[src/verilog/eepc_pkg.sv]
// constants, types and frame builder for the serial eeprom command controller
package eepc_pkg;
    // register map, byte addresses
    localparam logic [7:0] EEPC_CMD_OFF  = 8'h40;
    localparam logic [7:0] EEPC_DATA_OFF = 8'h44;
    // command register field positions
    localparam int EEPC_BUSY_BIT = 31;
    localparam int EEPC_OP_LSB   = 28;
    localparam int EEPC_TO_BIT   = 10;
    localparam int EEPC_DL_BIT   = 9;
    // reset values
    localparam logic [8:0] EEPC_ADDR_RST = 9'h000;
    localparam logic [7:0] EEPC_DATA_RST = 8'h00;
    // signature that marks a programmed part
    localparam logic [7:0] EEPC_SIGNATURE = 8'hA5;
    // serial frame lengths: start + opcode + address, and with a data byte
    localparam logic [4:0] EEPC_SEND_SHORT = 5'h0C;
    localparam logic [4:0] EEPC_SEND_LONG  = 5'h14;
    // timing
    localparam int EEPC_CLK_NS     = 40;
    localparam int EEPC_SK_HALF_NS = 320;
    localparam int EEPC_SK_HALF_CYC =
        (EEPC_SK_HALF_NS + EEPC_CLK_NS - 1) / EEPC_CLK_NS;
    localparam int EEPC_TO_MS = 30;
    localparam int EEPC_TO_CYCLES = EEPC_TO_MS * 1000000 / EEPC_CLK_NS;

    typedef enum logic [2:0] {
        OP_READ   = 3'b000,
        OP_LOCK   = 3'b001,
        OP_UNLOCK = 3'b010,
        OP_WRITE  = 3'b011,
        OP_WR_ALL = 3'b100,
        OP_ERASE  = 3'b101,
        OP_ER_ALL = 3'b110,
        OP_RELOAD = 3'b111
    } eepc_op_t;

    // one serial instruction: bits msb first, length, read-back, ready poll
    typedef struct packed {
        logic [19:0] bits;
        logic [4:0]  total;
        logic        rx;
        logic        poll;
    } eepc_frame_t;

    // decode a command into its three-wire instruction
    function automatic eepc_frame_t eepc_frame(eepc_op_t op, logic [8:0] a,
                                               logic [7:0] d);
        eepc_frame_t f;
        f = '{bits: 20'h00000, total: EEPC_SEND_SHORT, rx: 1'b0, poll: 1'b0};
        unique case (op)
            OP_READ:   f = '{{3'b110, a, 8'h00}, EEPC_SEND_LONG, 1'b1, 1'b0};
            OP_LOCK:   f.bits = {3'b100, 9'h000, 8'h00};
            OP_UNLOCK: f.bits = {3'b100, 9'h180, 8'h00};
            OP_WRITE:  f = '{{3'b101, a, d}, EEPC_SEND_LONG, 1'b0, 1'b1};
            OP_WR_ALL: f = '{{3'b100, 9'h080, d}, EEPC_SEND_LONG, 1'b0, 1'b1};
            OP_ERASE:  f = '{{3'b111, a, 8'h00}, EEPC_SEND_SHORT, 1'b0, 1'b1};
            OP_ER_ALL: f = '{{3'b100, 9'h100, 8'h00}, EEPC_SEND_SHORT, 1'b0, 1'b1};
            OP_RELOAD: f = '{{3'b110, 9'h000, 8'h00}, EEPC_SEND_LONG, 1'b1, 1'b0};
        endcase
        return f;
    endfunction
endpackage

[src/verilog/eepc_ctrl.sv]
// serial eeprom command controller with avalon-mm register slave
//
// Function
// - writing one to busy starts the selected opcode at the held address.
// - busy stays set during the operation and self-clears; read data then valid.
// - opcode 000..111 is read, disable, enable, write, write all, erase, erase all, reload.
// - read fetches the addressed byte into the data register.
// - erase/write disable makes the eeprom ignore erase and write.
// - write programs the data byte at the address when enabled.
// - write all programs the data byte into every location.
// - erase clears the single addressed location.
// - erase all starts a bulk erase of the whole array.
// - reload reads byte zero and fails unless it equals A5h.
// - a failed reload leaves every register and descriptor untouched.
// - no eeprom response within 30 ms abandons the operation to idle.
// - timeout sets a sticky flag, reset zero, cleared by software write.
// - write to a missing eeprom with data input low keeps busy until the timeout, then clears.
// - with data input high and no part, commands finish without timeout.
// - with data input low and no part, only write and erase types time out.
// - data-loaded flag sets after a good load; reset zero, write clears.
// - address field is nine bits, byte granular, resets to zero.
// - data register holds one byte, write source and read destination.
//
// Chosen here: the Avalon-MM slave port.
`timescale 1ns/100ps
`default_nettype none

module eepc_ctrl
    import eepc_pkg::*;
#(
    parameter int unsigned TIMEOUT_CYCLES = EEPC_TO_CYCLES
) (
    // clock and reset
    input  wire logic        mclk,
    input  wire logic        rst_n,
    // avalon-mm register slave
    input  wire logic [7:0]  avs_address,
    input  wire logic        avs_read,
    input  wire logic        avs_write,
    input  wire logic [31:0] avs_writedata,
    input  wire logic [3:0]  avs_byteenable,
    output logic      [31:0] avs_readdata,
    output logic             avs_waitrequest,
    // three-wire serial eeprom pins
    output logic             eepromCs,
    output logic             eepromSclk,
    output logic             eepromSdo,
    input  wire logic        eeprom_serial_data_in
);

    typedef enum logic [2:0] {
        ST_IDLE  = 3'b000,
        ST_LEAD  = 3'b001,
        ST_SHIFT = 3'b010,
        ST_GAP   = 3'b011,
        ST_POLL  = 3'b100,
        ST_DONE  = 3'b101
    } eepc_state_t;

    localparam logic [2:0]  PH_LAST = 3'(EEPC_SK_HALF_CYC - 1);
    localparam logic [19:0] TO_LAST = 20'(TIMEOUT_CYCLES - 1);

    eepc_state_t state;
    eepc_state_t next_state;
    eepc_op_t    eeprom_op_code;
    eepc_op_t    runOp;
    eepc_frame_t frame;

    logic        ack;
    logic        wrCmd;
    logic        wrData;
    logic        startSw;
    logic        startBoot;
    logic        bootPending;
    logic        eeprom_op_busy;
    logic [8:0]  eeprom_byte_address;
    logic [7:0]  eeprom_data_byte;
    logic        eeprom_timeout_flag;
    logic        eeprom_data_loaded;
    logic        sdiMeta;
    logic        sdiSync;
    logic [2:0]  phase;
    logic        phEnd;
    logic [19:0] toCnt;
    logic        toHit;
    logic [19:0] txShift;
    logic [7:0]  rxShift;
    logic [4:0]  bitIdx;
    logic        lastBit;
    logic        selCmd;
    logic        selData;
    logic        clrTo;
    logic        clrDl;
    logic        readDone;
    logic        loadGood;
    logic        pollArmed;
    logic [31:0] statusWord;

    // bus handshake: every access waits one cycle, so read data come from a flop
    assign avs_waitrequest = (avs_read | avs_write) & ~ack;
    assign wrCmd  = avs_write & ack & selCmd;
    assign wrData = avs_write & ack & selData;

    // register selects, shared by the read mux and the write strobes
    assign selCmd  = (avs_address == EEPC_CMD_OFF);
    assign selData = (avs_address == EEPC_DATA_OFF);

    // status word as software reads it at the command offset
    assign statusWord = {eeprom_op_busy, eeprom_op_code, 17'h00000,
                         eeprom_timeout_flag, eeprom_data_loaded,
                         eeprom_byte_address};

    // opcode field of a command write, used by the register and the run latch
    function automatic eepc_op_t opField(logic [31:0] wd);
        return eepc_op_t'(wd[EEPC_OP_LSB +: 3]);
    endfunction

    // ack marks the second cycle of an access, the one that completes it
    always_ff @(posedge mclk or negedge rst_n) begin
        if (!rst_n) begin
            ack <= 1'b0;
        end else begin
            ack <= (avs_read | avs_write) & ~ack;
        end
    end

    // read mux, captured in the first cycle of the access; unmapped reads zero
    always_ff @(posedge mclk or negedge rst_n) begin
        if (!rst_n) begin
            avs_readdata <= 32'h00000000;
        end else if (avs_read && !ack) begin
            if (selCmd) begin
                avs_readdata <= statusWord;
            end else if (selData) begin
                avs_readdata <= {24'h000000, eeprom_data_byte};
            end else begin
                avs_readdata <= 32'h00000000;
            end
        end
    end

    // a command starts from software, or once after reset as the power-up load
    assign eeprom_op_busy = (state != ST_IDLE);
    assign startSw   = wrCmd & avs_byteenable[3] & avs_writedata[EEPC_BUSY_BIT]
                     & ~eeprom_op_busy;
    assign startBoot = bootPending & ~eeprom_op_busy & ~startSw;

    always_ff @(posedge mclk or negedge rst_n) begin
        if (!rst_n) begin
            bootPending <= 1'b1;
        end else if (startBoot) begin
            bootPending <= 1'b0;
        end
    end

    // command fields; writes while busy are dropped so a running frame stays intact
    always_ff @(posedge mclk or negedge rst_n) begin
        if (!rst_n) begin
            eeprom_op_code      <= OP_READ;
            eeprom_byte_address <= EEPC_ADDR_RST;
        end else if (wrCmd && !eeprom_op_busy) begin
            if (avs_byteenable[3]) begin
                eeprom_op_code <= opField(avs_writedata);
            end
            if (avs_byteenable[1]) begin
                eeprom_byte_address[8] <= avs_writedata[8];
            end
            if (avs_byteenable[0]) begin
                eeprom_byte_address[7:0] <= avs_writedata[7:0];
            end
        end
    end

    // operation latched at start; the power-up load is a reload
    always_ff @(posedge mclk or negedge rst_n) begin
        if (!rst_n) begin
            runOp <= OP_READ;
        end else if (startSw) begin
            runOp <= opField(avs_writedata);
        end else if (startBoot) begin
            runOp <= OP_RELOAD;
        end
    end

    // flag clears act even while busy; completion events last one cycle
    assign clrTo    = wrCmd & avs_byteenable[1] & avs_writedata[EEPC_TO_BIT];
    assign clrDl    = wrCmd & avs_byteenable[1] & avs_writedata[EEPC_DL_BIT];
    assign readDone = (state == ST_DONE) && (runOp == OP_READ);
    assign loadGood = (state == ST_DONE) && (runOp == OP_RELOAD)
                    && (rxShift == EEPC_SIGNATURE);

    // data byte: write source, read destination
    always_ff @(posedge mclk or negedge rst_n) begin
        if (!rst_n) begin
            eeprom_data_byte <= EEPC_DATA_RST;
        end else if (readDone) begin
            eeprom_data_byte <= rxShift;
        end else if (wrData && !eeprom_op_busy && avs_byteenable[0]) begin
            eeprom_data_byte <= avs_writedata[7:0];
        end
    end

    // sticky flags: hardware set wins over a software clear in the same cycle
    always_ff @(posedge mclk or negedge rst_n) begin
        if (!rst_n) begin
            eeprom_timeout_flag <= 1'b0;
        end else if (toHit) begin
            eeprom_timeout_flag <= 1'b1;
        end else if (clrTo) begin
            eeprom_timeout_flag <= 1'b0;
        end
    end

    // data-loaded: set by a good signature on the power-up load or a reload
    always_ff @(posedge mclk or negedge rst_n) begin
        if (!rst_n) begin
            eeprom_data_loaded <= 1'b0;
        end else if (loadGood) begin
            eeprom_data_loaded <= 1'b1;
        end else if (clrDl) begin
            eeprom_data_loaded <= 1'b0;
        end
    end
    // a bad signature changes nothing at all: no flag, no data byte

    // data-in pin crosses in through two flops
    always_ff @(posedge mclk or negedge rst_n) begin
        if (!rst_n) begin
            sdiMeta <= 1'b0;
            sdiSync <= 1'b0;
        end else begin
            sdiMeta <= eeprom_serial_data_in;
            sdiSync <= sdiMeta;
        end
    end

    // instruction for the running operation; registers are frozen while busy
    assign frame   = eepc_frame(runOp, eeprom_byte_address, eeprom_data_byte);
    assign phEnd   = (phase == PH_LAST);
    assign lastBit = (bitIdx == frame.total - 5'h01);

    // timeout runs from the start of every operation; a programming cycle
    // longer than the limit is reported as a failure even if it completes
    assign toHit = eeprom_op_busy && (toCnt == TO_LAST);

    always_ff @(posedge mclk or negedge rst_n) begin
        if (!rst_n) begin
            toCnt <= 20'h00000;
        end else if (!eeprom_op_busy) begin
            toCnt <= 20'h00000;
        end else begin
            toCnt <= toCnt + 20'h00001;
        end
    end

    // half-period counter of the serial clock, restarted on every state change
    always_ff @(posedge mclk or negedge rst_n) begin
        if (!rst_n) begin
            phase <= 3'h0;
        end else if (next_state != state || phEnd) begin
            phase <= 3'h0;
        end else begin
            phase <= phase + 3'h1;
        end
    end

    // a deselected part leaves the data line floating, and the sync flops
    // still hold that level when select returns, so ready is only trusted
    // after one full half period in the poll state
    always_ff @(posedge mclk or negedge rst_n) begin
        if (!rst_n) begin
            pollArmed <= 1'b0;
        end else begin
            pollArmed <= (state == ST_POLL) && (pollArmed || phEnd);
        end
    end

    // sequencer: lead-in with select low, shift, then ready poll for programming
    always_comb begin
        next_state = state;
        unique case (state)
            ST_IDLE: begin
                if (startSw || startBoot) begin
                    next_state = ST_LEAD;
                end
            end
            ST_LEAD: begin
                if (phEnd) begin
                    next_state = ST_SHIFT;
                end
            end
            ST_SHIFT: begin
                if (phEnd && eepromSclk && lastBit) begin
                    // only programming instructions wait for ready
                    next_state = frame.poll ? ST_GAP : ST_DONE;
                end
            end
            ST_GAP: begin
                if (phEnd) begin
                    next_state = ST_POLL;
                end
            end
            ST_POLL: begin
                // a part still programming holds the line low
                if (sdiSync && pollArmed) begin
                    next_state = ST_DONE;
                end
            end
            ST_DONE: begin
                // one cycle for the data byte to land before busy drops
                next_state = ST_IDLE;
            end
            default: begin
                next_state = ST_IDLE;
            end
        endcase
        if (toHit) begin
            next_state = ST_IDLE;
        end
    end

    always_ff @(posedge mclk or negedge rst_n) begin
        if (!rst_n) begin
            state <= ST_IDLE;
        end else begin
            state <= next_state;
        end
    end

    // chip select from a flop: high while shifting and while polling ready
    always_ff @(posedge mclk or negedge rst_n) begin
        if (!rst_n) begin
            eepromCs <= 1'b0;
        end else begin
            eepromCs <= (next_state == ST_SHIFT) || (next_state == ST_POLL);
        end
    end

    // shift engine: data out changes on falling sclk, data in sampled on rising
    always_ff @(posedge mclk or negedge rst_n) begin
        if (!rst_n) begin
            eepromSclk <= 1'b0;
            txShift    <= 20'h00000;
            rxShift    <= 8'h00;
            bitIdx     <= 5'h00;
        end else if (toHit) begin
            // an abort parks the clock low so the part sees no stray edge
            eepromSclk <= 1'b0;
            txShift    <= 20'h00000;
            bitIdx     <= 5'h00;
        end else if (state == ST_LEAD && phEnd) begin
            txShift <= frame.bits;
            bitIdx  <= 5'h00;
        end else if (state == ST_SHIFT && phEnd) begin
            eepromSclk <= ~eepromSclk;
            if (!eepromSclk) begin
                if (frame.rx && bitIdx >= EEPC_SEND_SHORT) begin
                    rxShift <= {rxShift[6:0], sdiSync};
                end
            end else begin
                txShift <= {txShift[18:0], 1'b0};
                bitIdx  <= bitIdx + 5'h01;
            end
        end
    end

    // the frame is zero padded, so the line idles low once the bits are out
    assign eepromSdo = txShift[19];
    // erase and erase-all frames carry no data byte
    // write enable and disable frames change the part's own lock

endmodule // eepc_ctrl

`default_nettype wire

[config.mk]
export PLATFORM = sky130hd
export DESIGN_NAME = eepc_ctrl
export DESIGN_NICKNAME = d
export VERILOG_FILES = /design/src/verilog/eepc_pkg.sv /design/src/verilog/eepc_ctrl.sv
export SDC_FILE = /design/constraint.sdc
export NUM_CORES = 1
export LEC_CHECK = 0
export BUFFER_PORTS_ARGS = -buffer_cell sky130_fd_sc_hd__buf_4
export CAP_MARGIN = 30
export CORE_ASPECT_RATIO = 1.4
export CORE_MARGIN = 2
export CORE_UTILIZATION = 56
export DETAILED_ROUTE_END_ITERATION = 10
export GPL_TIMING_DRIVEN = 0
export PLACE_DENSITY = 0.79
export SYNTH_ARGS = -nofsm -noshare
export SYNTH_HDL_FRONTEND = slang
export SYNTH_SLANG_ARGS = --single-unit
[constraint.sdc]
create_clock -name mclk -period 3.99 [get_ports mclk]
set_clock_uncertainty 0.15 [all_clocks]
set_input_delay 0.1995 -clock mclk [delete_from_list [all_inputs] [get_ports mclk]]
set_output_delay 0.1995 -clock mclk [all_outputs]
set_load 0.01 [all_outputs]
Word-level counts from Yosys, hierarchy flattened
Cells that the tools add are included.
Storage, ports and cells
  flip-flop bits (word level): 123
  bits of input ports: 49
  word-level logic and storage cells: 140
Operators by class
  add/subtract/negate cells: 4
  $lt $le $gt $ge: 1
  eq/ne operators: 22
  mux-type cells: 33
  bitwise operators: 19
  reduce and logical (&&, ||, !) cells: 40
Operators by type and width (count)
  $pmux 20 s8: 1
  $mux 20: 5
  $mux 32: 1
  $mux 3: 10
  $eq 3x3->1 const B: 8
  $mux 8: 3
  $pmux 7 s3: 1
  $add 20x1->20 const B: 1
  $eq 20x20->1 const B: 1
  $mux 5: 4
  $eq 8x7->1 const B: 2
  $eq 3x2->1 const B: 5
  $logic_and 1x1->1: 15
  $pmux 3 s5: 1
  $and 1x1->1: 12
  $reduce_and 2->1: 5
  $reduce_bool 2->1: 5
  $reduce_bool 3->1: 3
  $eq 8x8->1 const B: 1
  $mux 1: 7
  $eq 3x1->1 const B: 2
  $logic_not 3->1: 2
  $not 1->1: 6
  $reduce_or 2->1: 3
  11 further kinds: 15

Logic depth before layout (Yosys ltp)
Gate-level depths: netlist of run 1.
  depth in word-level cells: 14
  gate-level depth with buffers: 9

Least setup slack after synthesis of run 1
Ideal clock, no wire load.
  kind: reg2reg
  start point: register toCnt[6]
  end point: register rxShift[0]
  setup time: 0.125 ns
  data arrival time: 2.612 ns
  required time: 3.715 ns
  slack: 1.103 ns
  stages on the path, launching flop included: 8
  period minus slack after synthesis: 2.887 ns
  path through: dfrtp_1 or4_1 or4_1 or4_4 nand2_4 or4_4 buf_12 mux2_4
Between the ends
  word-level cells in the longest chain between the ends: 4
RTL lines
  start, declared: RTL line eepc_ctrl.sv:84  | logic [19:0] toCnt;
  start signal, assigned: RTL line eepc_ctrl.sv:252  | toCnt <= toCnt + 20'h00001;
  $eq 20x20->1: RTL line eepc_ctrl.sv:244  | assign toHit = eeprom_op_busy && (toCnt == TO_LAST);
  $logic_and 1x1->1: RTL line eepc_ctrl.sv:244
  $not 1->1 (no line)
  $reduce_and 5->1 (no line)
  end signal, assigned: RTL line eepc_ctrl.sv:358  | rxShift <= {rxShift[6:0], sdiSync};
  end, declared: RTL line eepc_ctrl.sv:87  | logic [7:0] rxShift;
Every way passes these cells.
A chain may end at the register's enable or synchronous reset.

Worst setup path after layout of run 1
  start point: register phase[0]
  end point: register phase[2]
Between the ends
  word-level cells in the longest chain between the ends: 9
  elaborated cells between the ends (all ways): 12
  classes of those cells: add/sub: 1; eq/ne: 2; mux: 6; reduce/logical: 3
RTL lines
  start, declared: RTL line eepc_ctrl.sv:82  | logic [2:0] phase;
  start signal, assigned: RTL line eepc_ctrl.sv:263  | phase <= phase + 3'h1;
  $eq 3x3->1 *: RTL line eepc_ctrl.sv:239  | assign phEnd = (phase == PH_LAST);
  $logic_and 1x1->1 (2 in a row): RTL line eepc_ctrl.sv:293  | if (phEnd && eepromSclk && lastBit) begin
  $mux 3: RTL line eepc_ctrl.sv:293
  $pmux 3 s5 *: RTL line eepc_ctrl.sv:281  | unique case (state)
  $mux 3 *: RTL line eepc_ctrl.sv:317  | if (toHit) begin
  net next_state[0]: RTL line eepc_ctrl.sv:64  | eepc_state_t next_state;
  $ne 3x3->1 *: RTL line eepc_ctrl.sv:260  | end else if (next_state != state || phEnd) begin
  $logic_or 1x1->1 *: RTL line eepc_ctrl.sv:260
  $mux 3 *: RTL line eepc_ctrl.sv:260
Mark *: on every way through the listed nets, which the timed path passes. The rest lies on a longest branch.

==> results.yml, run 1 <==
outcome:
  outcome: "completed"
synth:
  synth_top_area_cell: "dfrtp_1"
  yosys.area_share.simple_pct: 18.9
  synthXorXnorAreaFrac_pct: 3.91
  muxShareOfSynthArea_pct: 8.45
  synth-edff-count: 0
  synth_cell_type_count: 61
  synth_area_leaders: "dfrtp_1 51%, nor2_1 5.1%, nand2_1 3.6%, mux2i_1 3.5%, a21oi_1 3.2%"
  syn_area_per_cell_um2: 10.0
  syn-cell-area_mm2: 0.00515
  synthAdderAreaFrac_pct: 1.21
  synth_top_family_by_area: "simple AND/OR/NAND/NOR gates"
  yosys.cell_count.top_type: "dfrtp_1"
  async_reset_ff_share_pct: 100
  synthTopCellsByCount: "105 x dfrtp_1, 70 x nor2_1, 49 x nand2_1"
  ys_ff_latch: 106
  ys.flop_type: "dfrtp_1"
  synth_compound_area_share_pct: 10.6
  yosysTopAreaCellShare_pct: 51.0
  yosys_warnings: 0
  synth-seq-area-share_pct: 51.5
  syn_inst: 513
clock_tree:
  cts.sink_count: 106
  cts_setup_buffers: 0
  clk_path_buf_depth: 2
  cts_hold_buf: 15
  clk_latency_ns: 0.34
  cts_tree: "done"
  htree_levels: 3
  cts.clk_slew.worst_paths_ns: 0.07
  post_cts_resize_count: 0
  cts_buffers: 9
  clock-root-buffer: "clkbuf_16"
placed_design:
  place_hpwl_um: 8590
  io_buffers: 49
  gp_congestion: 0.848
  post-place-ws_ns: 0.615
setup_path:
  worstSetupPathType: "reg2reg"
  slowest_stage: "nor4bb_1"
  crit_family: "simple AND/OR/NAND/NOR gates"
  crit_top_cell: "ha_1"
  worstPathRequired_ns: 4.08
  arrival_ns: 3.52
  start_kind: "flop"
  cp_max_fo: 9
  critPathBufInv: 1
  max_stage_delay_ns: 0.71
  worstPathCellList: "ha_1 -> ha_1 -> nor4bb_1 -> and2_1 -> clkbuf_1 -> nand4b_1 -> a221oi_2 -> xor2_1 -> nor4b_1"
  cp-end-kind: "flop"
  r2r_slack_ns: 0.55
sta:
  fin_ws_ns: 0.552
  fin_crit_ns: 3.44
  finalSetupTns_ns: 0
  rsz0062_at_grt: "no"
  hold_violations: 0
  finalCritPeriodShare_pct: 86.2
  max_freq_mhz: 291
  finalSetupViolations: 0
  worst_pin_slew_ns: 0.761
  max_slew_margin_pct: 48.9
  maxSlewViolCount: 0
pwr:
  pwr_density_cell_mw_per_mm2: 354
  power.leakage_nw: 2.94
  ir_drop_v: 0.000286
  power_mw: 2.20
layout:
  nNetsFinal: 659
  antenna_cells: 0
  syn2layout_area_growth_pct: 20.5
  drive_above_1_share_pct: 18.7
  utilization_pct: 69.2
route:
  routedWlPerCell_um: 16.6
  routed_via_density: 5.70
  firstDrtPassIters: 5
  antenna_left: 0
  wirelength_um: 11900
  route.detailed.drc: 0
  vias: 4088
  drt_iter0_markers: 256
grt:
  grtUsageTotal_pct: 25.8
  grt_max_degree: 76
  overflow: 0
  first_global_vias: 4270
  antenna_found_initial: 0
  grt_pass1_wl_um: 20400
floorplanning:
  dieArea_mm2: 0.0100
  initial_core_util_pct: 57.4
  die_height_um: 118
  coreArea_mm2: 0.00898
  die_x_um: 85.1
  rows: 41
  num_io_pins: 85
min_path:
  hp-class: "in2reg"
job:
  cap_violations: 0
==> power by group <==
group	switching (mW)	total, mW	internal [mW]	leakage, nW
Combinational	0.0741	0.148	0.0738	1.38
Sequential	0.0117	1.10	1.09	1.40
Clock	0.394	0.947	0.553	0.153
Total	0.480	2.20	1.72	2.94
==> routing by layer <==
metal	vias up	part of all wire, %	GRT usage (%)
met2	93	55	45.7
met4	0	3.1	12.5
li1	1947	-	-
met3	24	3.5	3.65
met5	-	0	0
met1	2024	38	30.0
==> layout make-up <==
| type | count | area, um2 |
|---|---|---|
| clock inverter | 6 | 90.1 |
| fill | 691 | 2770 |
| sequential | 106 | 2650 |
| buffer | 43 | 245 |
| multi-input combinational | 372 | 2280 |
| tap | 107 | 134 |
| inverter | 8 | 30.0 |
| clock buffer | 10 | 229 |
| timing repair buffer | 65 | 546 |
==> metrics by stage <==
step | std cells | instance area (um2) | hold WS (ns)
floorplan | 529 | 5210 | -0.246
global placement | 685 | 5720 | 0.160
detailed placement | 686 | 5740 | 0.0166
CTS | 717 | 6210 | 0.00582
global route | 717 | 6210 | 0.0125
finish | 717 | 6210 | 0.00917
==> cell families after synthesis <==
| family | after synthesis |
|---|---|
| buffers and inverters | 51 |
| xor gates and xnor gates | 23 |
| DFF | 106 |
| adders and majority gates | 5 |
| other | 1 |
| and+or+nand+nor | 199 |
| muxes | 38 |
| AOI/OAI and AO/OA | 90 |
==> cell usage in the layout, fill, tap and decap left out, types with 5 or more instances in the layout <==
cell type	count
clkbuf_16	9
or4_1	5
dfrtp_1	105
o21ai_0	30
and2_1	5
mux2i_1	18
nand3_1	19
dlygate4sd3_1	15
mux2_4	8
nor2_1	70
conb_1	17
inv_1	8
xnor2_1	8
buf_4	66
nor3_1	6
or3_1	5
mux2_2	12
nand2_1	49
xor2_1	15
nand4_1	8
a221oi_1	9
a21oi_1	33
clkbuf_1	20
ha_1	5
==> tightest hold or removal path: stages <==
cell	delay, ns
buf_4	0.10
nor2_1	0.04
nor2_1	0.11
==> flip-flops by register name, indices dropped and copies added (netlist names), 3 cells and up <==
register	count
eeprom_data_byte	8
avs_readdata	15
eeprom_op_code	3
toCnt	20
bitIdx	5
rxShift	8
phase	3
txShift	20
eeprom_byte_address	9
state	3
runOp	3
==> path summary, 6_finish.rpt <==
kind	from	to	cells after the start
worst max-delay path	phase[0]	phase[2]	9
worst min-delay path	avs_write	ack	3
worst max register to register	phase[0]	phase[2]	9
worst min register to register	sdiMeta	sdiSync	0
max in group asynchronous	rst_n	bootPending	3
min in group asynchronous	rst_n	toCnt[5]	2
No activity file was read; power rests on OpenSTA's default activity.
==> run 2: changes to the inputs <==
--- a/config.mk
+++ b/config.mk
@@ -7,8 +7,7 @@
 export LEC_CHECK = 0
 export BUFFER_PORTS_ARGS = -buffer_cell sky130_fd_sc_hd__buf_4
 export CAP_MARGIN = 30
-export CORE_ASPECT_RATIO = 1.4
-export CORE_MARGIN = 2
+export CORE_MARGIN = 5
 export CORE_UTILIZATION = 56
 export DETAILED_ROUTE_END_ITERATION = 10
 export GPL_TIMING_DRIVEN = 0
==> constraint.sdc (replaced) <==
create_clock -name mclk -period 3.99 [get_ports mclk]
set_clock_uncertainty 0.15 [all_clocks]
set_input_delay 0.1995 -clock mclk [delete_from_list [all_inputs] [get_ports mclk]]
set_output_delay 0.1995 -clock mclk [all_outputs]
set_load 0.1 [all_outputs]
==> run 2 against run 1 <==
Net effect:
- non-clock buffer count is 3 higher
- register-to-register slack better by 0.11 ns
- sequential share of layout area is 0.56 points higher
- via count is 0.81% lower
- cell count is 0.98% higher
- die area is 12% higher
- worst setup slack better by 0.11 ns
- critical endpoint is now phase[1]
- largest power group unchanged
- sequential cell count stayed put
- maximum frequency is 3.3% higher
- wire length is 3.9% lower
- count of clock-buffer cells in the layout is 1 lower
- first-iteration DRC count is 9.0% lower
==> results.yml, run 2 (same netlist as run 1, synthesis figures left out) <==
pwr:
  pwr_density_cell_mw_per_mm2: 342
  power.leakage_nw: 2.90
  ir_drop_v: 0.000249
route:
  drt_iter0_markers: 233
  vias: 4055
  route.detailed.drc: 0
  firstDrtPassIters: 4
  routed_via_density: 5.60
  routedWlPerCell_um: 15.8
  antenna_left: 0
  wirelength_um: 11500
sta:
  maxSlewViolCount: 0
  worst_pin_slew_ns: 0.733
  hold_violations: 0
  finalCritPeriodShare_pct: 83.4
  finalSetupViolations: 0
  finalSetupTns_ns: 0
  max_freq_mhz: 300
  max_slew_margin_pct: 50.5
  rsz0062_at_grt: "no"
  fin_crit_ns: 3.33
setup_path:
  r2r_slack_ns: 0.66
  cp_max_fo: 9
  rr_worst_depth: 9
  start_kind: "flop"
  r2r_end: "phase[1]"
  arrival_ns: 3.45
  worstPathRequired_ns: 4.11
  worstSetupPathType: "reg2reg"
  cp-end-kind: "flop"
  r2r_start: "phase[0]"
outcome:
  outcome: "completed"
clock_tree:
  cts.sink_count: 106
  clock-root-buffer: "clkbuf_8"
  clk_path_buf_depth: 2
  cts_buffers: 9
  cts.clk_slew.worst_paths_ns: 0.12
  cts_tree: "done"
  clk_latency_ns: 0.39
  htree_levels: 3
layout:
  antenna_cells: 0
  stdcell_area_mm2: 0.00613
  drive_above_1_share_pct: 18.8
  n_fill_cell: 741
  final_cell_mix: "105 x dfrtp_1, 70 x nor2_1, 66 x buf_4, 49 x nand2_1, 33 x a21oi_1"
  layout_commonest_cell: "dfrtp_1"
  syn2layout_area_growth_pct: 19.0
  nNetsFinal: 662
  reg.largest.list: "toCnt (20), txShift (20), avs_readdata (15)"
  utilization_pct: 67.3
grt:
  grt_pass1_wl_um: 19900
  grt_max_degree: 58
  antenna_found_initial: 0
  first_global_vias: 4066
  grtUsageTotal_pct: 22.0
  overflow: 0
min_path:
  hp-class: "in2reg"
  min_from: "avs_byteenable[3]"
  whs_endpoint: "eeprom_op_code[1]"
  hold_depth: 3
placed_design:
  place_hpwl_um: 8410
  io_buffers: 49
  gp_congestion: 0.822
  placed_cell_area_mm2: 0.00575
floorplanning:
  dieArea_mm2: 0.0112
  rows: 35
  initial_core_util_pct: 56.6
  coreArea_mm2: 0.00911
  num_io_pins: 85
  die_x_um: 106
  die_height_um: 106
job:
  cap_violations: 0
run 2: layer usage:
layer | up-vias | wire length, um | GRT usage, %
met5 | - | 0 | 0
met4 | 0 | 181 | 5.55
met3 | 16 | 653 | 4.74
met2 | 107 | 5680 | 36.5
met1 | 1984 | 4940 | 29.7
li1 | 1948 | - | -
run 2: worst max path at each step:
stage                  start          to  slack [ns]  depth (start not counted)
floorplan           toCnt[6]  rxShift[0]        1.10                          7
global placement    phase[0]    phase[1]        0.75                          9
detailed placement  phase[0]    phase[1]        0.67                          9
CTS                 phase[0]    phase[1]        0.65                          9
global route        phase[0]    phase[1]        0.36                          9
finish              phase[0]    phase[1]        0.66                          9
run 2: critical path: stages, from the launching register on:
cell and delay [ns]:
dfrtp_1 0.37, ha_1 0.16, ha_1 0.32, nor4bb_1 0.71, and2_1 0.21, clkbuf_1 0.37, nand4b_1 0.20, a221oi_2 0.35
xor2_1 0.15, nor4b_1 0.25
run 2: power by group:
part / internal (mW) / total, mW / leakage [nW] / switching, mW
Sequential: 1.09 / 1.10 / 1.40 / 0.0101
Combinational: 0.0776 / 0.326 / 1.40 / 0.249
Clock: 0.251 / 0.671 / 0.0994 / 0.419
Total: 1.42 / 2.10 / 2.90 / 0.678
run 2: per-stage QoR:
stage / hold WS (ns) / instances / setup slack, ns / total power, mW
2_1_floorplan: -0.246 / 529 / 1.10 / 1.34
3_3_place_gp: 0.162 / 689 / 0.746 / 1.43
3_5_place_dp: 0.112 / 690 / 0.668 / 1.43
4_1_cts: 0.0953 / 724 / 0.645 / 2.11
5_1_grt: 0.104 / 724 / 0.355 / 2.18
6_report: 0.103 / 724 / 0.662 / 2.10
run 2: repair_timing:
action	4_1_cts	5_1_grt
hold buffers	18	0
gates resized for setup	0	0
hold endpoints to repair	74	0
buffers inserted	0	0
setup endpoints to repair	0	0
run 2: final cells by class:
class / count / area (um2) / share of cell area (%)
multi-input combinational: 372 / 2280 / 37.3
sequential: 106 / 2650 / 43.3
clock buffer: 9 / 124 / 2.02
inverter: 8 / 30.0 / 0.490
clock inverter: 7 / 80.1 / 1.31
tap: 111 / 139 / 2.26
buffer: 43 / 245 / 4.00
timing repair buffer: 68 / 576 / 9.39
